`src/rstm_pkg.sv`:
```
`default_nettype none
package rstm_pkg;
    // host i/o address of the global enable port
    localparam logic [15:0] GEN_PORT_ADDR    = 16'h46e8;
    // field positions inside the global enable port
    localparam int          GEN_SETUP_BIT    = 4;
    localparam int          GEN_ENABLE_BIT   = 3;
    localparam logic [7:0]  GEN_RESET_VAL    = 8'h00;
    // decode-disable bit position in the port decode control register
    localparam int          DEC_OFF_BIT      = 0;
    localparam logic [7:0]  DEC_RESET_VAL    = 8'h00;
    // minimum reset pulse, in ps, and its cycle count at 200 MHz
    localparam int          RST_MIN_PS       = 1_500_000;
    localparam int          CLK_PERIOD_PS    = 5_000;
    localparam int          RST_MIN_CYC      =
        (RST_MIN_PS + CLK_PERIOD_PS - 1) / CLK_PERIOD_PS;
    // number of pins in the nand test ring
    localparam int          RING_PINS        = 8;
    localparam int          STRAP_W          = 16;
    localparam int          TEST_STRAP_BIT   = 15;
    localparam int          HOST_TRIS_W      = 8;

    typedef enum logic [1:0]
    {
        RSTM_RESET  = 2'b00,
        RSTM_ICT    = 2'b01,
        RSTM_NORMAL = 2'b10,
        RSTM_SETUP  = 2'b11
    } rstm_mode_type;
endpackage : rstm_pkg
`default_nettype wire

```
`src/rstm_strap_latch.sv`:
```
`timescale 1ns/10ps
`default_nettype none
module rstm_strap_latch
#(
    parameter int STRAP_W = rstm_pkg::STRAP_W
)
(
    input  wire logic               i_mclk,
    input  wire logic               i_srst,
    input  wire logic [STRAP_W-1:0] i_straps,
    output logic      [STRAP_W-1:0] o_straps,
    output logic                    o_fall
);
    logic               rst_d_ff;
    logic [STRAP_W-1:0] strap_ff;

    // remember the previous reset level to spot its falling edge
    always_ff @(posedge i_mclk)
    begin
        rst_d_ff <= i_srst;
    end

    // straps are sampled while reset is high; the last sample is kept
    always_ff @(posedge i_mclk)
    begin
        if (i_srst)
        begin
            strap_ff <= i_straps;
        end
    end

    assign o_straps = strap_ff;
    assign o_fall   = rst_d_ff & ~i_srst;
endmodule // rstm_strap_latch
`default_nettype wire

```
`src/rstm_nand_ring.sv`:
```
`timescale 1ns/10ps
`default_nettype none
module rstm_nand_ring
#(
    parameter int N = rstm_pkg::RING_PINS
)
(
    input  wire logic         i_mclk,
    input  wire logic [N-1:0] i_pins,
    output logic              o_ring
);
    logic [N:0] chain;

    // each stage nands the running result with its pin; with pins high and
    // brought low in ring order, each fall flips the tail
    assign chain[0] = 1'b1;
    genvar g;
    generate
        for (g = 0; g < N; g++)
        begin : g_stage
            assign chain[g+1] = ~(chain[g] & i_pins[g]);
        end
    endgenerate

    // registered so the pin output comes from a flop
    always_ff @(posedge i_mclk)
    begin
        o_ring <= chain[N];
    end
endmodule // rstm_nand_ring
`default_nettype wire

```
`src/rstm_top.sv`:
```
`timescale 1ns/10ps
`default_nettype none
module rstm_top
#(
    parameter int RING_PINS = rstm_pkg::RING_PINS,
    parameter int STRAP_W   = rstm_pkg::STRAP_W,
    parameter int OUT_W     = rstm_pkg::HOST_TRIS_W
)
(
    input  wire logic                 i_mclk,
    input  wire logic                 i_srst,
    input  wire logic [15:0]          i_io_addr,
    input  wire logic [7:0]           i_io_wdata,
    input  wire logic                 i_io_wr,
    input  wire logic                 i_io_rd,
    input  wire logic [STRAP_W-1:0]   i_mem_data_straps,
    input  wire logic [RING_PINS-1:0] i_ring_pins,
    input  wire logic [OUT_W-1:0]     i_func_out,
    input  wire logic                 i_func_we_n,
    input  wire logic                 i_func_video_on,
    input  wire logic                 i_dec_wr,
    input  wire logic [7:0]           i_dec_wdata,
    output logic      [7:0]           o_io_rdata,
    output logic                      o_io_rd_hit,
    output logic                      o_other_reg_en,
    output logic                      o_dev_enable,
    output logic                      o_vga_compat,
    output logic                      o_setup_mode,
    output logic                      o_ict_mode,
    output logic                      o_video_on,
    output logic      [OUT_W-1:0]     o_pins_out,
    output logic      [OUT_W-1:0]     o_pins_oe,
    output logic                      o_we_n_out,
    output logic                      o_we_n_oe,
    output logic      [STRAP_W-1:0]   o_straps,
    output logic      [7:0]           o_port_decode_ctrl_reg
);
    logic [7:0]         gen_ff;
    logic [7:0]         dec_ff;
    logic               video_ff;
    logic               ict_now;
    logic               ring_out;
    logic               strap_fall;
    logic [STRAP_W-1:0] straps;
    logic               gen_hit;
    rstm_pkg::rstm_mode_type mode_ff;

    // address decode reused by reads and writes
    function automatic logic port_hit(input logic [15:0] a, input logic off);
        port_hit = (a == rstm_pkg::GEN_PORT_ADDR) && !off;
    endfunction

    assign gen_hit = port_hit(i_io_addr,
                              dec_ff[rstm_pkg::DEC_OFF_BIT]);

    rstm_strap_latch #(.STRAP_W(STRAP_W)) u_strap
    (
        .i_mclk   (i_mclk),
        .i_srst   (i_srst),
        .i_straps (i_mem_data_straps),
        .o_straps (straps),
        .o_fall   (strap_fall)
    );

    rstm_nand_ring #(.N(RING_PINS)) u_ring
    (
        .i_mclk (i_mclk),
        .i_pins (i_ring_pins),
        .o_ring (ring_out)
    );

    // captured straps published once reset has fallen
    always_ff @(posedge i_mclk)
    begin
        if (strap_fall)
        begin
            o_straps <= straps;
        end
    end

    // global enable port; reset clears enable and setup
    always_ff @(posedge i_mclk)
    begin
        if (i_srst)
        begin
            gen_ff <= rstm_pkg::GEN_RESET_VAL;
        end
        else if (i_io_wr && gen_hit)
        begin
            gen_ff <= i_io_wdata;
        end
    end

    // decode control sits in the extension set, written by the core
    always_ff @(posedge i_mclk)
    begin
        if (i_srst)
        begin
            dec_ff <= rstm_pkg::DEC_RESET_VAL;
        end
        else if (i_dec_wr)
        begin
            dec_ff <= i_dec_wdata;
        end
    end

    // mode tracking; ict depends on the live strap level during reset
    always_ff @(posedge i_mclk)
    begin
        if (i_srst)
        begin
            if (!i_mem_data_straps[rstm_pkg::TEST_STRAP_BIT])
            begin
                mode_ff <= rstm_pkg::RSTM_ICT;
            end
            else
            begin
                mode_ff <= rstm_pkg::RSTM_RESET;
            end
        end
        else if (i_io_wr && gen_hit)
        begin
            if (i_io_wdata[rstm_pkg::GEN_SETUP_BIT])
            begin
                mode_ff <= rstm_pkg::RSTM_SETUP;
            end
            else
            begin
                mode_ff <= rstm_pkg::RSTM_NORMAL;
            end
        end
        else if (mode_ff == rstm_pkg::RSTM_ICT)
        begin
            mode_ff <= rstm_pkg::RSTM_RESET;  // device stays disabled
        end
    end

    // video state frozen while in setup, cleared by reset
    always_ff @(posedge i_mclk)
    begin
        if (i_srst)
        begin
            video_ff <= 1'b0;
        end
        else if (mode_ff != rstm_pkg::RSTM_SETUP)
        begin
            video_ff <= i_func_video_on & o_dev_enable;
        end
        // setup holds previous level
    end

    // status outputs, registered
    always_ff @(posedge i_mclk)
    begin
        if (i_srst)
        begin
            o_dev_enable   <= 1'b0;
            o_vga_compat   <= 1'b1;
            o_setup_mode   <= 1'b0;
            o_other_reg_en <= 1'b0;
        end
        else
        begin
            // a hitting write wins, so clearing enable is not lost a cycle
            o_dev_enable   <= (i_io_wr && gen_hit) ?
                              i_io_wdata[rstm_pkg::GEN_ENABLE_BIT] :
                              gen_ff[rstm_pkg::GEN_ENABLE_BIT];
            o_vga_compat   <= o_vga_compat;
            o_setup_mode   <= (mode_ff == rstm_pkg::RSTM_SETUP);
            // other registers muted in setup
            o_other_reg_en <= (mode_ff == rstm_pkg::RSTM_NORMAL) &&
                              gen_ff[rstm_pkg::GEN_ENABLE_BIT];
        end
    end

    assign ict_now = (mode_ff == rstm_pkg::RSTM_ICT);

    // read path: only the enable port is visible here
    always_ff @(posedge i_mclk)
    begin
        if (i_srst)
        begin
            o_io_rdata  <= 8'h00;
            o_io_rd_hit <= 1'b0;
        end
        else
        begin
            o_io_rd_hit <= i_io_rd && gen_hit;
            o_io_rdata  <= (i_io_rd && gen_hit) ? gen_ff : 8'h00;
        end
    end

    // pad drive; tristate follows the reset pin with one flop delay
    always_ff @(posedge i_mclk)
    begin
        o_pins_out             <= i_func_out;
        o_pins_oe              <= {OUT_W{~i_srst}};
        o_ict_mode             <= i_srst &
                                  ~i_mem_data_straps[rstm_pkg::TEST_STRAP_BIT];
        o_video_on             <= video_ff;
        o_port_decode_ctrl_reg <= dec_ff;
    end

    // write-enable pin carries the ring result in test mode
    always_ff @(posedge i_mclk)
    begin
        if (ict_now)
        begin
            o_we_n_out <= ring_out;
            o_we_n_oe  <= 1'b1;
        end
        else
        begin
            o_we_n_out <= i_func_we_n;
            o_we_n_oe  <= ~i_srst;
        end
    end
endmodule // rstm_top
`default_nettype wire

```
`config.mk`:
```
export PLATFORM = sky130hd
export DESIGN_NAME = rstm_top
export DESIGN_NICKNAME = d
export VERILOG_FILES = /design/src/rstm_pkg.sv /design/src/rstm_strap_latch.sv /design/src/rstm_nand_ring.sv /design/src/rstm_top.sv
export SDC_FILE = /design/constraint.sdc
export NUM_CORES = 1
export LEC_CHECK = 0
export ABC_AREA = 1
export BUFFER_PORTS_ARGS = -buffer_cell sky130_fd_sc_hd__buf_2
export CORE_MARGIN = 2
export CORE_UTILIZATION = 40
export DETAILED_ROUTE_END_ITERATION = 16
export GPL_TIMING_DRIVEN = 0
export PLACE_DENSITY = 0.8
export SLEW_MARGIN = 0
export SYNTH_ARGS = -nofsm -noshare
export SYNTH_HDL_FRONTEND = slang
export SYNTH_SLANG_ARGS = --single-unit
```
`constraint.sdc`:
```
create_clock -name i_mclk -period 1.35 [get_ports i_mclk]
set_clock_uncertainty 0.05 [all_clocks]
set_input_delay 0 -clock i_mclk [delete_from_list [all_inputs] [get_ports i_mclk]]
set_output_delay 0 -clock i_mclk [all_outputs]
set_load 0.005 [all_outputs]
```
==> run metrics <==
routability cong. 0.775; synthesis-to-layout area growth 56.3%; Via density 4.46; final worst-path cycle share 98.1%; peak supply drop 0.736 mV; largest net degree at the start of global routing 24; diodes inserted 0; 1st-iter DRT viols 96; drt total wl 6560 um; ys async rst share 0%; switch share 21.3%; first-pass GRT wire length 9920 um; die area 0.00756 mm2; Reg area 0.00206 mm2; total gr overflow 0; CTS Root Cell clkbuf_8; RSZ-0062 raised after global routing true; most frequent cells after synthesis dfxtp_1, nor2_1, edfxtp_1, nand2_1, inv_1; Die Wd 86.9 um; Yosys top cell area share 37.8%; pwr/cell area 1230 mW/mm2; Syn Area/Cell 11.8 um2; Port Buffers 125; Final Critical Period 1.32 ns; # setup viols final 0; sequential share of power 54.4%; largest registers o_straps x16, u_strap.o_straps x16; share of layout cells above drive strength 1 38.4%; Hold WC Path Type input pin to flop; top-count cell post-synth dfxtp_1; final net count 501; initial antenna violation count 0; TritonCTS clock tree built; Max-Cap Viols 0; synthesized cell area 0.00275 mm2; Top FF cell, synth dfxtp_1; data arrival time of the worst path 1.50 ns; number of synthesized flops with an enable pin 34; crit-path max cell delay 0.55 ns; Crit-path slowest cell dlygate4sd3_1; # IOs 128; final max-slew violation count 0; initial core utilization 40.9%; Yosys reg bits 86; remaining antenna violation count 0; top cells by area, synth dfxtp_1, edfxtp_1, nor2_1; multi-input gate area in the final layout 528 um2; Synth Net Count 305; vias in the first global route 2247; Leakage Power 0.00202 uW; Die Y 86.9 um; Util after Layout 64.0%; Crit Path Max Fanout 2; Clock transition at path regs 0.09 ns; Worst EP required 1.53 ns; Final Hold Viols 0; via count 2298; Netlist cell types 20; worst-path cell chain buf_4, o21ai_1, nor2_1, dlygate4sd3_1; Fillers 526; WS Path Type flop to flop; Cell Rows 30; clock sinks 86; crit path capture type flop; largest area contributor in the netlist dfxtp_1; Gate Count Post-Synth 234; DRC Markers 0; H-tree levels 3; Clk Latency, worst-skew pair 0.34 ns; Ys Warns 0; Max Clk Rate 755 MHz; GR Util All Layers 17.4%; post-synthesis sequential area ratio 74.9%; Pre-antenna DRT Iters 4; Clock power frac 36.8%; Num CTS Buffers 9; Min Hold Slack 0.00589 ns; Clock Tree Buf Depth 2; Cell Int Power 4160 uW; crit path launch type flop; Routed wire per std cell 12.7 um; dpl hpwl 4030 um; Comb power frac 8.8%; Sw Pwr 1120 uW; area of the core 0.00672 mm2; status complete, no violations
==> final timing paths <==
path | end | slack (ns) | cells past startpoint | from
min | o_we_n_oe$_SDFF_PP1_ | 0.006 | 2 | i_srst
max reg2reg | dec_ff[0]$_SDFFE_PP0P_ | 0.03 | 4 | dec_ff[0]$_SDFFE_PP0P_
min reg2reg | o_port_decode_ctrl_reg[4]$_DFF_P_ | 0.30 | 0 | dec_ff[4]$_SDFFE_PP0P_
max | dec_ff[0]$_SDFFE_PP0P_ | 0.03 | 4 | dec_ff[0]$_SDFFE_PP0P_
==> timing repair <==
action	CTS	global route
setup endpoints to repair	26	22
pin swaps	2	6
hold buffers	55	0
gates resized for setup	1	7
hold endpoints to repair	56	0
setup buffers	2	2
gates cloned	0	1
==> through the flow <==
stage / cell area [um2] / power [uW] / TNS [ns] / worst slack (ns) / cells
finish: 4300 / 5280 / 0 / 0.0259 / 515
floorplan: 2750 / 3030 / 0 / 0.159 / 234
global placement: 3480 / 3230 / -0.0487 / -0.0184 / 439
detailed placement: 3480 / 3250 / -1.08 / -0.0740 / 439
global route: 4300 / 5520 / -0.125 / -0.0528 / 515
CTS: 4270 / 5310 / 0 / 0.00469 / 512
==> final cells by class <==
type | instances | area share, %
buffer | 12 | 1.86
clock buffer | 9 | 2.88
multi-input combinational | 110 | 12.3
inverter | 27 | 2.36
sequential | 86 | 48.0
tap | 80 | 2.33
clock inverter | 7 | 2.21
timing repair buffer | 184 | 28.1
==> critical path, delay by kind of cell, from the launching register on <==
kind | cells | cell delay [ns]
flip-flops | 1 | 0.34
buffers and inverters | 2 | 0.68
AO/OA/AOI/OAI | 1 | 0.11
AND/OR/NAND/NOR | 1 | 0.04
==> power groups by stage <==
stage	logic, uW	clock network [uW]	registers (uW)
after detailed placement	318	0	2930
after CTS	449	1990	2870
final	466	1940	2870
after global routing	512	2120	2880
after floorplan	103	0	2930
after global placement	308	0	2920
==> routing by layer <==
| layer | vias up | part of all wire [%] | routed length, um | track usage (%) |
|---|---|---|---|---|
| li1 | 1149 | - | - | - |
| met1 | 1045 | 39 | 2560 | 19.7 |
| met2 | 86 | 51 | 3370 | 30.2 |
| met3 | 18 | 6.7 | 436 | 4.36 |
| met4 | 0 | 2.8 | 184 | 8.81 |
| met5 | - | 0 | 0 | 0 |
==> cell families (layout without fill, tap and decap cells) <==
group	after synthesis	count (layout)	synth area share (%)
DFF	86	86	74.9
AOI/OAI and AO/OA	12	12	2.27
other	1	1	0.136
muxes	1	1	0.409
and+or+nand+nor	95	96	15.7
buffers and inverters	39	239	6.55
==> layout by cell type, fill, tap and decap left out <==
| cell | Yosys | routed |
|---|---|---|
| buf_2 | 3 | 127 |
| dlygate4sd3_1 | 0 | 55 |
| dfxtp_1 | 52 | 51 |
| nor2_1 | 38 | 36 |
| edfxtp_1 | 34 | 34 |
| nand2_1 | 28 | 27 |
| inv_1 | 26 | 26 |
| nand3_1 | 14 | 14 |
| buf_4 | 8 | 12 |
| nand4_1 | 10 | 10 |
| o21ai_0 | 10 | 9 |
| clkbuf_8 | 0 | 9 |
| nor2_2 | 1 | 3 |
| nor2_4 | 2 | 3 |
| inv_6 | 0 | 2 |
| bufinv_16 | 0 | 2 |
| nand2_2 | 0 | 1 |
| inv_2 | 1 | 1 |
| a21boi_0 | 1 | 1 |
| mux2_2 | 1 | 1 |
| clkbuf_2 | 0 | 1 |
| o21ai_1 | 0 | 1 |
| nand3_4 | 1 | 1 |
| a21oi_1 | 1 | 1 |
| nor3_1 | 1 | 1 |
| conb_1 | 1 | 1 |
| clkinv_4 | 0 | 1 |
| clkinv_2 | 0 | 1 |
| clkinv_1 | 0 | 1 |
| dfxtp_2 | 0 | 1 |
| clkbuf_4 | 0 | 1 |
Power figures use the tool's default switching activity.
